`config.mk`:
```
export PLATFORM = sky130hd
export DESIGN_NAME = thermal_alarm_regs
export DESIGN_NICKNAME = d
export VERILOG_FILES = /design/src/rtl/alarm_timer.v /design/src/rtl/channel_alarm.v /design/src/rtl/thermal_alarm_regs.v
export VERILOG_INCLUDE_DIRS = /design/src /design/src/rtl
export SDC_FILE = /design/constraint.sdc
export NUM_CORES = 1
export LEC_CHECK = 0
export ABC_AREA = 1
export BUFFER_PORTS_ARGS = -buffer_cell sky130_fd_sc_hd__buf_2
export CORE_MARGIN = 4
export CORE_UTILIZATION = 35
export CTS_CLUSTER_DIAMETER = 120
export CTS_CLUSTER_SIZE = 12
export DETAILED_ROUTE_END_ITERATION = 10
export GPL_TIMING_DRIVEN = 1
export HOLD_SLACK_MARGIN = 0.03
export PLACE_DENSITY_LB_ADDON = 0.15
export SLEW_MARGIN = 20
export SYNTH_ARGS = -nofsm -noshare
export SYNTH_HDL_FRONTEND = slang
export SYNTH_SLANG_ARGS = --single-unit
export TNS_END_PERCENT = 50
```
`constraint.sdc`:
```
create_clock -name clk_in -period 3.4 [get_ports clk_in]
set_input_delay 0.51 -clock clk_in [delete_from_list [all_inputs] [get_ports clk_in]]
set_output_delay 0.51 -clock clk_in [all_outputs]
set_load 0.005 [all_outputs]
```
`src/rtl/thermal_alarm_defs.vh`:
```
`ifndef THERMAL_ALARM_DEFS_VH
`define THERMAL_ALARM_DEFS_VH

// Register offsets
`define ADDR_INT_STATUS_2      8'h42
`define ADDR_ALARM_TIMER_STAT  8'h79
`define ADDR_ALARM_TIME_LIMIT  8'h7A
`define ADDR_TACH_PULSES       8'h7B
`define ADDR_FORMAT_CONFIG     8'h7C
`define ADDR_INT_MASK_2        8'h80

// Reset values
`define RST_ALARM_TIME_LIMIT   8'h00
`define RST_TACH_PULSES        8'h55
`define RST_FORMAT_CONFIG      8'h01
`define RST_INT_MASK_2         8'h00
`define RST_ZERO8              8'h00

// Interrupt status / mask layout
`define INT_OVERRUN_BIT        5

// Format and alarm config fields
`define CFG_FORMAT_BIT         0
`define CFG_OFFSET_RANGE_BIT   1
`define CFG_AUX_DIR_BIT        2
`define CFG_AUX_POL_BIT        3
`define CFG_PIN_GROUP_BIT      4
`define CFG_R1_ALARM_BIT       5
`define CFG_LOCAL_ALARM_BIT    6
`define CFG_R2_ALARM_BIT       7

// Tach pulse fields: two bits per fan, fan n at [2n+1:2n]
`define PULSE_FIELD_W          2
`define PULSE_COUNT_W          3
`define NUM_FANS               4

// Alarm suppression codes
`define LIMIT_OFF_OFF64        8'h00
`define LIMIT_OFF_TWOS         8'h80

// Alarm timer
`define CLK_PERIOD_NS          25
`define ALARM_STEP_NS          22760000
`define ALARM_STEP_CYCLES      (`ALARM_STEP_NS / `CLK_PERIOD_NS)
`define COUNT_REPORT_MIN       8'h02
`define COUNT_MAX              8'hFF

`endif

```
`src/rtl/alarm_timer.v`:
```
`timescale 1ns/100ps
`include "thermal_alarm_defs.vh"

module alarm_timer #(
  parameter STEP_CYCLES = `ALARM_STEP_CYCLES,
  parameter DIV_W       = 20
) (
  // Clock and reset
  input  wire       clk_in,
  input  wire       sys_rst_in,
  // Alarm level and control
  input  wire       asserted_in,
  input  wire [7:0] limit_in,
  input  wire       clear_in,
  // Results
  output wire [7:0] status_out,
  output wire       overrun_out
);

  reg  [DIV_W-1:0] div_reg;
  reg  [7:0]       count_reg;
  reg              asserted_flag_reg;
  reg              prev_reg;
  wire             rise;
  wire             tick;
  wire [7:0]       count_inc;

  assign rise      = asserted_in & ~prev_reg;
  assign tick      = asserted_in & (div_reg == STEP_CYCLES[DIV_W-1:0] - 1'b1);
  assign count_inc = (count_reg == `COUNT_MAX) ? count_reg : count_reg + 8'h01;

  // Partial steps are kept across gaps with no status read, so the total is true assertion time
  always @(posedge clk_in) begin
    if (sys_rst_in) begin
      div_reg           <= {DIV_W{1'b0}};
      count_reg         <= `RST_ZERO8;
      asserted_flag_reg <= 1'b0;
      prev_reg          <= 1'b0;
    end else begin
      prev_reg <= asserted_in;
      if (tick)
        div_reg <= {DIV_W{1'b0}};
      else if (asserted_in)
        div_reg <= div_reg + 1'b1;
      else if (clear_in)
        div_reg <= {DIV_W{1'b0}};
      if (tick)
        count_reg <= clear_in ? 8'h01 : count_inc;
      else if (clear_in)
        count_reg <= `RST_ZERO8;
      if (rise)
        asserted_flag_reg <= 1'b1;
      else if (clear_in)
        asserted_flag_reg <= 1'b0;
    end
  end

  // Upper bits stay zero until two steps have passed
  assign status_out = (count_reg >= `COUNT_REPORT_MIN) ? count_reg :
                      {7'h00, asserted_flag_reg};

  assign overrun_out = ((limit_in == `RST_ZERO8) & rise) |
                       (tick & (count_inc > limit_in));

endmodule

```
`src/rtl/channel_alarm.v`:
```
`timescale 1ns/100ps
`include "thermal_alarm_defs.vh"

module channel_alarm (
  // Channel settings
  input  wire       enable_in,
  input  wire       format_in,
  input  wire [7:0] limit_in,
  // Channel state
  input  wire       over_in,
  // Drive request
  output wire       drive_out
);

  wire [7:0] off_code;

  assign off_code  = format_in ? `LIMIT_OFF_TWOS : `LIMIT_OFF_OFF64;
  assign drive_out = enable_in & over_in & (limit_in != off_code);

endmodule

```
`src/rtl/thermal_alarm_regs.v`:
```
// Summary of operation
// - Eight-bit alarm time limit register, one step is 22.76 ms.
// - Alarm time above limit sets overrun flag, bit 5 of status at 0x42.
// - Limit of zero sets overrun at once when the alarm input asserts.
// - Per fan two-bit code selects one to four tach pulses; default two.
// - Fan fields sit at bits 1:0, 3:2, 5:4 and 7:6.
// - Format bit 0 picks twos complement or offset-64 temperature coding.
// - Bit 1 picks half-degree or one-degree steps for offset registers.
// - Bit 2 makes the enabled auxiliary pin an input or an output.
// - Bit 3 makes the auxiliary output active low or active high.
// - Bit 4 gives five shared pins voltage-id or general purpose use.
// - Bit 5 lets first remote channel drive the alarm pin.
// - Bit 6 lets local channel drive the alarm pin.
// - Bit 7 lets second remote channel drive the alarm pin.
// - Channel limit at the off code never drives the alarm pin.
// - With the lock set, the format and alarm config ignores writes.
// - Asserted flag sets on alarm assertion, clears on status read.
// - Upper timer bits read zero until two steps, then count duration.
//
// Implementation choice: the address-and-strobe port.
`timescale 1ns/100ps
`include "thermal_alarm_defs.vh"

module thermal_alarm_regs #(
  parameter STEP_CYCLES = `ALARM_STEP_CYCLES
) (
  // Clock and reset
  input  wire        clk_in,
  input  wire        sys_rst_in,
  // Register port
  input  wire [7:0]  addr_in,
  input  wire [7:0]  wr_data_in,
  input  wire        wr_en_in,
  input  wire        rd_en_in,
  output reg  [7:0]  rd_data_out,
  // Lock from the main configuration
  input  wire        config_lock_in,
  // Thermal alarm pin, active low
  input  wire        thermal_alarm_pin_in,
  output reg         thermal_alarm_pin_out,
  output reg         thermal_alarm_pin_oe_out,
  // Channel limits and over-limit state: 0 remote one, 1 local, 2 remote two
  input  wire [7:0]  remote_one_limit_in,
  input  wire [7:0]  local_limit_in,
  input  wire [7:0]  remote_two_limit_in,
  input  wire [2:0]  over_limit_in,
  // Auxiliary general-purpose pin
  input  wire        aux_pin_enable_in,
  input  wire        aux_pin_data_in,
  input  wire        auxiliary_io_pin_in,
  output reg         auxiliary_io_pin_out,
  output reg         auxiliary_io_pin_oe_out,
  output reg         aux_pin_level_out,
  // Configuration outputs
  output reg  [11:0] fan_pulse_count_out,
  output reg         temperature_format_select_out,
  output reg         offset_range_select_out,
  output reg         voltage_id_pin_group_select_out,
  // Interrupt
  output reg         irq_out
);

  reg  [7:0]  alarm_time_limit_reg;
  reg  [7:0]  tach_pulses_reg;
  reg  [7:0]  format_config_reg;
  reg  [7:0]  int_status_reg;
  reg  [7:0]  int_mask_reg;

  reg  [7:0]  rd_data_next;
  reg  [7:0]  int_status_next;
  reg  [11:0] fan_pulse_count_next;

  wire        wr_limit;
  wire        wr_pulses;
  wire        wr_config;
  wire        wr_status;
  wire        wr_mask;
  wire        rd_timer;
  wire        alarm_asserted;
  wire [7:0]  timer_status;
  wire        overrun_event;
  wire [2:0]  channel_drive;
  wire [7:0]  channel_limit [0:2];
  wire [7:0]  int_event;
  wire        aux_drive_level;

  integer     fan;

  // Address decode
  assign wr_limit  = wr_en_in & (addr_in == `ADDR_ALARM_TIME_LIMIT);
  assign wr_pulses = wr_en_in & (addr_in == `ADDR_TACH_PULSES);
  assign wr_config = wr_en_in & (addr_in == `ADDR_FORMAT_CONFIG) & ~config_lock_in;
  assign wr_status = wr_en_in & (addr_in == `ADDR_INT_STATUS_2);
  assign wr_mask   = wr_en_in & (addr_in == `ADDR_INT_MASK_2);
  assign rd_timer  = rd_en_in & (addr_in == `ADDR_ALARM_TIMER_STAT);

  // Pin is active low; own drive is seen here too, so the timer counts it
  assign alarm_asserted = ~thermal_alarm_pin_in;

  alarm_timer #(
    .STEP_CYCLES (STEP_CYCLES)
  ) u_alarm_timer (
    .clk_in      (clk_in),
    .sys_rst_in  (sys_rst_in),
    .asserted_in (alarm_asserted),
    .limit_in    (alarm_time_limit_reg),
    .clear_in    (rd_timer),
    .status_out  (timer_status),
    .overrun_out (overrun_event)
  );

  assign channel_limit[0] = remote_one_limit_in;
  assign channel_limit[1] = local_limit_in;
  assign channel_limit[2] = remote_two_limit_in;

  genvar ch;
  generate
    for (ch = 0; ch < 3; ch = ch + 1) begin : g_channel
      channel_alarm u_channel_alarm (
        .enable_in (format_config_reg[`CFG_R1_ALARM_BIT + ch]),
        .format_in (format_config_reg[`CFG_FORMAT_BIT]),
        .limit_in  (channel_limit[ch]),
        .over_in   (over_limit_in[ch]),
        .drive_out (channel_drive[ch])
      );
    end
  endgenerate

  // Interrupt events, one sticky bit each
  assign int_event = overrun_event ? (8'h01 << `INT_OVERRUN_BIT) : `RST_ZERO8;

  // Set wins over a write-one clear in the same cycle
  always @* begin
    int_status_next = int_status_reg;
    if (wr_status)
      int_status_next = int_status_next & ~wr_data_in;
    int_status_next = int_status_next | int_event;
  end

  // Code n means n+1 pulses per measurement
  always @* begin
    fan_pulse_count_next = 12'h000;
    for (fan = 0; fan < `NUM_FANS; fan = fan + 1) begin
      fan_pulse_count_next[fan*`PULSE_COUNT_W +: `PULSE_COUNT_W] =
        {1'b0, tach_pulses_reg[fan*`PULSE_FIELD_W +: `PULSE_FIELD_W]} + 3'h1;
    end
  end

  // Read mux; unmapped reads return zero
  always @* begin
    rd_data_next = `RST_ZERO8;
    if (rd_en_in) begin
      case (addr_in)
        `ADDR_INT_STATUS_2:     rd_data_next = int_status_reg;
        `ADDR_ALARM_TIMER_STAT: rd_data_next = timer_status;
        `ADDR_ALARM_TIME_LIMIT: rd_data_next = alarm_time_limit_reg;
        `ADDR_TACH_PULSES:      rd_data_next = tach_pulses_reg;
        `ADDR_FORMAT_CONFIG:    rd_data_next = format_config_reg;
        `ADDR_INT_MASK_2:       rd_data_next = int_mask_reg;
        default:                rd_data_next = `RST_ZERO8;
      endcase
    end
  end

  // Auxiliary output polarity
  assign aux_drive_level = format_config_reg[`CFG_AUX_POL_BIT] ?
                           aux_pin_data_in : ~aux_pin_data_in;

  // Register file
  always @(posedge clk_in) begin
    if (sys_rst_in) begin
      alarm_time_limit_reg <= `RST_ALARM_TIME_LIMIT;
      tach_pulses_reg      <= `RST_TACH_PULSES;
      format_config_reg    <= `RST_FORMAT_CONFIG;
      int_status_reg       <= `RST_ZERO8;
      int_mask_reg         <= `RST_INT_MASK_2;
    end else begin
      if (wr_limit)
        alarm_time_limit_reg <= wr_data_in;
      if (wr_pulses)
        tach_pulses_reg <= wr_data_in;
      if (wr_config)
        format_config_reg <= wr_data_in;
      if (wr_mask)
        int_mask_reg <= wr_data_in;
      int_status_reg <= int_status_next;
    end
  end

  // Registered outputs
  always @(posedge clk_in) begin
    if (sys_rst_in) begin
      rd_data_out                     <= `RST_ZERO8;
      thermal_alarm_pin_out           <= 1'b0;
      thermal_alarm_pin_oe_out        <= 1'b0;
      auxiliary_io_pin_out            <= 1'b0;
      auxiliary_io_pin_oe_out         <= 1'b0;
      aux_pin_level_out               <= 1'b0;
      fan_pulse_count_out             <= 12'h000;
      temperature_format_select_out   <= 1'b0;
      offset_range_select_out         <= 1'b0;
      voltage_id_pin_group_select_out <= 1'b0;
      irq_out                         <= 1'b0;
    end else begin
      rd_data_out <= rd_data_next;
      // Open drain: only ever pulls low
      thermal_alarm_pin_out    <= 1'b0;
      thermal_alarm_pin_oe_out <= |channel_drive;
      auxiliary_io_pin_out     <= aux_drive_level;
      auxiliary_io_pin_oe_out  <= aux_pin_enable_in &
                                  format_config_reg[`CFG_AUX_DIR_BIT];
      aux_pin_level_out        <= auxiliary_io_pin_in;
      fan_pulse_count_out      <= fan_pulse_count_next;
      temperature_format_select_out   <= format_config_reg[`CFG_FORMAT_BIT];
      offset_range_select_out         <= format_config_reg[`CFG_OFFSET_RANGE_BIT];
      voltage_id_pin_group_select_out <= format_config_reg[`CFG_PIN_GROUP_BIT];
      // Level interrupt from the next status so it tracks the flag exactly
      irq_out <= |(int_status_next & ~int_mask_reg);
    end
  end

endmodule

```
[Word level (Yosys, flattened, before mapping)]
Cells that the tools add are included.
Word-level totals
  bits in registers: 98
  latch bits: 0
  RAM bits: 0
  bits in read-only memories: 0
  input bits: 52
  output and inout port bits: 29
  logic and storage cells: 89
  memories kept: 0
Operators by class
  $add $sub $neg: 6
  multiply operators: 0
  div/mod/pow operators: 0
  $lt $le $gt $ge: 2
  equality and inequality tests: 12
  shifts and indexed selects: 0
  multiplexer cells: 14
  bitwise operators: 29
  reduce and logical (&&, ||, !) cells: 7
Operators with widths (count)
  2-to-1 mux 8 bit: 7
  case mux 8 bit (6 select lines): 1
  equality test 8 x 7 -> 1 bit, second input constant: 5
  2-to-1 mux 20 bit: 2
  inequality test 8 bit: 3
  adder 20 x 1 -> 20 bit, second input constant: 1
  equality test 20 bit, second input constant: 1
  AND 1 bit: 18
  AND 8 bit: 2
  equality test 8 bit, second input constant: 2
  inverter 8 bit: 2
  adder 2 x 1 -> 3 bit, second input constant: 4
  adder 8 x 1 -> 8 bit, second input constant: 1
  >= comparator 8 x 2 -> 1 bit, second input constant: 1
  > comparator 8 bit: 1
  zero test 8 bit: 1
  OR 8 x 6 -> 8 bit: 1
  OR reduction 8 bit: 1
  2-to-1 mux 6 bit: 1
  inverter 1 bit: 5
  nonzero test 2 bit: 2
  OR reduction 2 bit: 2
  2-to-1 mux 1 bit: 3
  OR reduction 3 bit: 1
  other kinds (2): 2

[Longest topological paths before layout]
Gate-level depths: netlist (run 1).
  word-level depth: 9
  gate-level depth with buffers: 17
  gate-level depth less buffers: 17

[Hierarchy]
Synthesis (run 1) repeated with hierarchy kept, for this count alone.
Unflattened totals
  cell total of the unflattened synthesis: 732
  area, all modules: 5024.8 um^2
Modules (own cells, without submodules)
  thermal_alarm_regs: instances 1, cells each 361, area an instance 2742.6 um^2, seq. area each 1361.3 um^2
  alarm_timer: instances 1, cells each 341, area an instance 2150.8 um^2, seq. area each 600.6 um^2
  channel_alarm: instances 3, cells each 10, area an instance 43.8 um^2, seq. area each 0.0 um^2

[Worst setup path after synthesis (run 1)]
OpenSTA, ideal clock, no wires.
  path kind: flip-flop to flip-flop
  from: register u_alarm_timer.count_reg[1]
  to: register irq_out
  setup time: 0.113 ns
  arrival time: 2.022 ns
  required time: 3.287 ns
  path slack: 1.265 ns
  stages on the path, launching flop included: 16
  path buffers: 0
  clock period less this slack: 2.135 ns
  cell sequence: dfxtp_1 > ha_1 > nand3_1 > inv_1 > nand4_1 > o21ai_0 > inv_1 > ha_1 > a21oi_1 > o21ai_0 > nand2_1 > nand2_1 > nand2_1 > nand2_1 > nand3_1 > nand2_1
On the way
  longest elaborated chain between the ends: 9
  elaborated cells on any way between the ends: 10
  those cells by class: add/sub: 1; order compare: 1; eq/ne: 1; mux: 2; bitwise: 4; reduce/logical: 1
Ends and longest elaborated chain
  start, declared: RTL line alarm_timer.v:21  | reg [7:0] count_reg;
  start signal, assigned: RTL line alarm_timer.v:36  | count_reg <= `RST_ZERO8;
  start signal, assigned: RTL line alarm_timer.v:48  | count_reg <= clear_in ? 8'h01 : count_inc;
  start signal, assigned: RTL line alarm_timer.v:50  | count_reg <= `RST_ZERO8;
  adder 8 x 1 -> 8 bit or equality test 8 bit (tied branches)
  2-to-1 mux 8 bit (*): RTL line alarm_timer.v:30  | assign count_inc = (count_reg == `COUNT_MAX) ? count_reg : count_reg + 8'h01;
  > comparator 8 bit (*): RTL line alarm_timer.v:63  | (tick & (count_inc > limit_in));
  AND 1 bit (*): RTL line alarm_timer.v:63
  OR 1 bit (*): RTL line alarm_timer.v:62  | assign overrun_out = ((limit_in == `RST_ZERO8) & rise) |
  2-to-1 mux 6 bit (no source line) (*)
  OR 8 x 6 -> 8 bit (*): RTL line thermal_alarm_regs.v:137  | int_status_next = int_status_next | int_event;
  AND 8 bit (*): RTL line thermal_alarm_regs.v:218  | irq_out <= |(int_status_next & ~int_mask_reg);
  OR reduction 8 bit (*): RTL line thermal_alarm_regs.v:218
  end signal, assigned: RTL line thermal_alarm_regs.v:218
  end, declared: RTL line thermal_alarm_regs.v:60  | output reg irq_out
Every way passes the cells marked *; elsewhere a longest branch is shown, timed or not.
A chain may end at the register's enable or synchronous reset.

[Worst setup path in the final report (run 1)]
Ends and elaborated chain as after synthesis.

==> run_results.csv, run 1 <==
group,metric,value,unit
outcome,outcome,"complete, no violations",
clock_network,cts_tree,"built",
logic_synthesis,yosys.area_share.simple,28.5,%
grt,grt-ovfl-total,0,
logic_synthesis,synth_adder_area_share,3.93,%
clock_network,hold_buffers,0,
clock_network,post_cts.repair.setup_buffers,0,
logic_synthesis,synth_top_cell_by_area,"dfxtp_1",
logic_synthesis,syn_area_per_cell,7.11,um^2
timing,fin_crit,2.60,ns
finish,fin_area,0.00559,mm^2
finish,instances_no_fill,925,
finish,area_growth,17.1,%
clock_network,clk_path_buf_depth,2,
worst_setup_path,critPathArrivalTime,2.85,ns
power_and_ir_drop,ir_worst_vdd,0.204,mV
grt,antenna_found_initial,0,
logic_synthesis,synth_most_common_cell,"nand2_1",
floorplan,start_util,35.9,%
logic_synthesis,synth.distinct_cells,40,
detailed_routing,drt-initial-drc-count,314,
floorplan,rows,42,
floorplan,design.core.area,0.0133,mm^2
worst_setup_path,critPathCaptureType,"flip-flop",
clock_network,cts_made_buffers,9,
floorplan,die-area,0.0156,mm^2
placement,finalWeightedCongestion,0.924,
floorplan,dieHeight,125,um
logic_synthesis,synth_area_leaders,"dfxtp_1 (41%), nand2_1 (8.2%), inv_1 (7.4%)",
logic_synthesis,postSynthNetCount,739,
power_and_ir_drop,p_leak,0.00241,uW
grt,grtUsageTotal,17.7,%
logic_synthesis,yosysWarningCount,0,
logic_synthesis,mappedNetlistArea,0.00478,mm^2
detailed_routing,first_pass_iters,5,
logic_synthesis,synth_edf_count,0,
detailed_routing,vias_per_cell,5.01,
floorplan,ios,81,
clock_network,clock-sinks,98,
logic_synthesis,synthCells,672,
logic_synthesis,synth_ff_type,"dfxtp_1",
logic_synthesis,synth-xor-area-share,1.28,%
timing,max_slew.worst_pin.slew,0.743,ns
clock_network,cts_resized,0,
finish,nets,811,
timing,rsz0062_at_grt,"false",
finish,drive_gt1_share,15.6,%
logic_synthesis,seq_area_frac_synth,41.1,%
finish,n_antenna_cell,0,
timing,max_slew_margin,50.3,%
finish,largest_register_ffs,20,
worst_setup_path,cp.required,3.65,ns
timing,fin_setup_tns,0,ns
logic_synthesis,yosys-top-cells-count,"nand2_1 (104), dfxtp_1 (98), inv_1 (94)",
clock_network,clockRootBuffer,"clkbuf_16",
placement,post_dp_cell_area,0.00531,mm^2
logic_synthesis,synth_top_area_share,41.1,%
logic_synthesis,synth_seq_cells,98,
worst_setup_path,worstSetupPathType,"flip-flop to flip-flop",
placement,dp_cells,909,
logic_synthesis,async_flop_share,0,%
clock_network,path_clk_slew,0.07,ns
detailed_routing,remaining_drc_errors,0,
timing,setup_viol_count_final,0,
timing,fin_worst_skew,0.00620,ns
worst_setup_path,cp_max_fo,7,
run,drv_cap,0,
timing,fmaxAchievable,0.385,GHz
grt,grt_max_degree,40,
worst_setup_path,cp-start-kind,"flip-flop",
timing,final_max_slew_viol_count,0,
placement,port_buffers,79,
logic_synthesis,synth_top_family_by_area,"simple AND/OR/NAND/NOR gates",
grt,grt_pass1_wl,22200,um
timing,whs,0.379,ns
placement,hpwl,10200,um
detailed_routing,vias,4633,
hold_path,hold_class,"input port to flip-flop",
detailed_routing,postRouteWirelength,13700,um
timing,hold_viol,0,
clock_network,clkLatencyLatePin,0.35,ns
timing,finalCritPeriodShare,76.4,%
floorplan,die_w,125,um
logic_synthesis,synth_compound_area_share,15.2,%
clock_network,cts.htree.levels,3,
detailed_routing,drtAntennaViolNets,0,
detailed_routing,post_drt_wl_per_cell,14.8,um
logic_synthesis,synth.area.mux_share,0,%
power_and_ir_drop,powerDensity,407,mW/mm^2
grt,grt_pass1_vias,4398,
[per-layer routing]
layer	routed length [um]	share of wire, %	GRT usage [%]	vias to the layer above
met1	6460	47	23.7	2112
met3	781	5.7	3.77	17
met2	6230	45	28.2	150
met4	228	1.7	5.87	0
li1	-	-	-	2354
met5	0	0	0	-
[final timing paths]
path,startpoint,end,slack [ns],cells past startpoint
worst max-delay path,u_alarm_timer.count_reg[1]$_SDFFE_PP0P_,irq_out$_SDFF_PP0_,0.80,15
worst min-delay path,auxiliary_io_pin_in,aux_pin_level_out$_SDFF_PP0_,0.38,3
worst max register to register,u_alarm_timer.count_reg[1]$_SDFFE_PP0P_,irq_out$_SDFF_PP0_,0.80,15
worst min register to register,tach_pulses_reg[2]$_SDFFE_PP1P_,fan_pulse_count_out[3]$_SDFF_PP0_,0.45,1
[worst max-delay path, stage by stage (launching register included)]
cell     delay, ns
dfxtp_1       0.47
ha_1          0.26
nand3_1       0.17
inv_1         0.10
nand4_1       0.26
o21ai_0       0.25
inv_1         0.08
ha_1          0.29
a21oi_1       0.15
o21ai_0       0.09
nand2_1       0.06
nand2_1       0.04
nand2_1       0.09
nand2_1       0.06
nand3_1       0.06
nand2_1       0.06
[cell usage in the layout (no fill, tap or decap), drive strengths merged, types with 3 or more instances in the layout]
master,Yosys,final
o21ai,51,51
inv,98,98
dfxtp,98,98
nand3b,3,3
xor2,4,4
a31oi,4,4
buf,13,82
nand2,108,108
xnor2,3,3
ha,15,15
clkbuf,8,13
nor3,23,23
nor4,4,4
nor2,85,85
a21oi,63,63
nand4,11,11
nand3,59,59
o22ai,8,8
o211ai,4,4
[report_power, final]
| group | switching (uW) | internal (uW) |
|---|---|---|
| sequential | 5.30 | 1160 |
| combinational | 86.0 | 46.8 |
| clock | 442 | 538 |
| total | 533 | 1740 |
[kinds of logic (layout without fill, tap and decap cells)]
logic type	Yosys count	in the layout
AOI/OAI and AO/OA	136	136
xor gates and xnor gates	7	7
adders and majority gates	15	15
buffers and inverters	119	196
DFF	98	98
other	1	1
and+or+nand+nor	296	296
[cell type report]
| type | count | area (um^2) |
|---|---|---|
| Clock inverter | 3 | 23.8 |
| Clock buffer | 13 | 260 |
| Multi-Input combinational cell | 455 | 2340 |
| Fill cell | 1378 | 7700 |
| Sequential cell | 98 | 1960 |
| Tap cell | 176 | 220 |
| Timing Repair Buffer | 82 | 418 |
| Inverter | 98 | 368 |
[metrics by stage]
stage | setup slack (ns) | utilization (%) | total power (uW)
after floorplan | 1.27 | - | 1260
after global placement | 1.00 | 39.9 | 1320
after detailed placement | 0.892 | 39.9 | 1320
after CTS | 0.895 | 42.1 | 2310
after global routing | 0.457 | 42.1 | 2370
final | 0.803 | 42.1 | 2280
(Power assumes the default switching activity.)
==> run 2: changes to the inputs <==
==> constraint.sdc (replaced) <==
create_clock -name clk_in -period 2.7 [get_ports clk_in]
set_input_delay 0.405 -clock clk_in [delete_from_list [all_inputs] [get_ports clk_in]]
set_output_delay 0.405 -clock clk_in [all_outputs]
set_load 0.005 [all_outputs]
==> run 2 against run 1 <==
  * Combinational power rose by 27%
  * Die area unchanged
  * Critical endpoint unchanged
  * Fmax is 6.6% higher
  * Critical path type unchanged
==> run_results.csv, run 2 (synthesis results as in run 1) <==
group,metric,value,unit
outcome,outcome,"complete, no violations",
grt,grt_pass1_vias,4485,
floorplan,ios,81,
clock_network,clkLatencyLatePin,0.35,ns
worst_setup_path,critPathCaptureType,"flip-flop",
timing,final_max_slew_viol_count,0,
clock_network,hold_buffers,0,
detailed_routing,postRouteWirelength,13700,um
detailed_routing,drt-initial-drc-count,357,
power_and_ir_drop,swShare,23.5,%
placement,hpwl,10400,um
worst_setup_path,worstReg2RegStart,"u_alarm_timer.count_reg[1]$_SDFFE_PP0P_",
grt,grt_use_met2,28.2,%
placement,port_buffers,79,
finish,final_util,42.6,%
finish,fin_area,0.00567,mm^2
power_and_ir_drop,clkPwrFrac,44.2,%
grt,antenna_found_initial,0,
timing,fin_crit,2.44,ns
timing,rsz0062_at_grt,"false",
floorplan,design.core.area,0.0133,mm^2
power_and_ir_drop,pwr-share-seq,50.0,%
finish,area_growth,18.6,%
detailed_routing,remaining_drc_errors,0,
timing,setup_viol_count_final,0,
power_and_ir_drop,ir_worst_vdd,0.269,mV
hold_path,hold_class,"input port to flip-flop",
floorplan,die_w,125,um
timing,fin_setup_tns,0,ns
hold_path,hp-start,"auxiliary_io_pin_in",
timing,fin_worst_skew,0.0105,ns
detailed_routing,post_drt_wl_per_cell,14.7,um
power_and_ir_drop,p_int,2240,uW
finish,nets,819,
timing,max_slew.worst_pin.slew,0.518,ns
power_and_ir_drop,p_comb_share,5.8,%
timing,fmaxAchievable,0.410,GHz
worst_setup_path,critPathArrivalTime,2.68,ns
clock_network,path_clk_slew,0.07,ns
grt,met1_usage,24.4,%
timing,max_slew_margin,65.4,%
clock_network,cts_made_buffers,9,
floorplan,die-area,0.0156,mm^2
grt,grt_max_degree,37,
clock_network,clockRootBuffer,"clkbuf_16",
placement,post_dp_cell_area,0.00536,mm^2
power_and_ir_drop,p_leak,0.00246,uW
detailed_routing,first_pass_iters,5,
finish,drive_gt1_share,16.8,%
power_and_ir_drop,net-switching-power,690,uW
power_and_ir_drop,powerDensity,517,mW/mm^2
floorplan,rows,42,
finish,final_common_cell,"nand2_1",
timing,hold_viol,0,
worst_setup_path,worstSetupPathType,"flip-flop to flip-flop",
worst_setup_path,cp-start-kind,"flip-flop",
grt,grt-ovfl-total,0,
detailed_routing,vias_per_cell,4.98,
worst_setup_path,startpoint,"u_alarm_timer.count_reg[1]$_SDFFE_PP0P_",
clock_network,cts.htree.levels,3,
clock_network,cts_tree,"built",
placement,finalWeightedCongestion,0.921,
timing,finalCritPeriodShare,90.3,%
grt,met3_usage,3.60,%
clock_network,clock-sinks,98,
run,drv_cap,0,
clock_network,clk_path_buf_depth,2,
floorplan,dieHeight,125,um
finish,n_antenna_cell,0,
grt,grtUsageTotal,18.1,%
finish,largest_register_ffs,20,
worst_setup_path,cp_max_fo,7,
floorplan,start_util,35.9,%
detailed_routing,vias,4646,
grt,grt_pass1_wl,22800,um
finish,layout_common_cells,"nand2_1 (104), dfxtp_1 (97), inv_1 (94), nor2_1 (80), buf_2 (79)",
worst_setup_path,cp.required,2.94,ns
grt,grt-busiest-layer,"met2",
detailed_routing,drtAntennaViolNets,0,
==> run 2: cell types whose count changed in the layout (fill, tap and decap cells not counted), moves of 2 or more <==
cell,previous run,this run
buf_4,3,11
clkbuf_8,2,0
clkinv_2,0,2
inv_6,0,2
==> run 2: what timing repair did <==
item / 4_1_cts / 5_1_grt
gates resized for setup: 0 / 2
setup endpoints to repair: 0 / 2
buffers inserted: 0 / 2
==> run 2: final timing paths <==
path,endpoint,depth (start not counted),slack [ns]
worst max-delay path,irq_out$_SDFF_PP0_,17,0.26
worst min-delay path,aux_pin_level_out$_SDFF_PP0_,3,0.28
worst max register to register,irq_out$_SDFF_PP0_,17,0.26
worst min register to register,auxiliary_io_pin_oe_out$_SDFF_PP0_,2,0.45
==> run 2: worst max-delay path: stages, from the launching register on <==
cell	delay (ns)
dfxtp_2	0.40
ha_1	0.21
nand3_1	0.17
inv_1	0.09
nand4_1	0.19
buf_4	0.22
nand2_1	0.04
o21ai_0	0.07
inv_1	0.09
ha_1	0.24
a21oi_1	0.14
o21ai_0	0.09
nand2_1	0.07
nand2_1	0.04
nand2_1	0.08
nand2_1	0.06
nand3_1	0.06
nand2_1	0.06
==> run 2: per-layer routing <==
layer | part of all wire, % | wire length [um]
met3 | 6.2 | 850
met4 | 2.3 | 321
met1 | 46 | 6390
met2 | 45 | 6190
met5 | 0 | 0
==> run 2: layout make-up <==
type,count,area [um^2]
clock inverter,6,65.1
multi-input combinational,455,2340
fill,1414,7630
inverter,98,368
sequential,98,1960
tap,176,220
timing repair buffer,90,478
clock buffer,10,229
==> run 2: power groups by stage <==
stage / Clock (uW) / Sequential, uW / Combinational [uW]
after CTS: 1340 / 1470 / 170
final: 1300 / 1470 / 169
after floorplan: 0 / 1500 / 83.6
after detailed placement: 0 / 1500 / 170
after global placement: 0 / 1500 / 168
after global routing: 1400 / 1470 / 190
==> run 2: stage by stage <==
step / worst slack (ns) / power (uW) / std cells / hold WS, ns
2_1_floorplan: 0.565 / 1580 / 672 / 0.410
3_3_place_gp: 0.325 / 1670 / 915 / 0.431
3_5_place_dp: 0.257 / 1670 / 915 / 0.444
4_1_cts: 0.212 / 2980 / 931 / 0.259
5_1_grt: 0.0601 / 3060 / 933 / 0.279
6_report: 0.263 / 2930 / 933 / 0.275
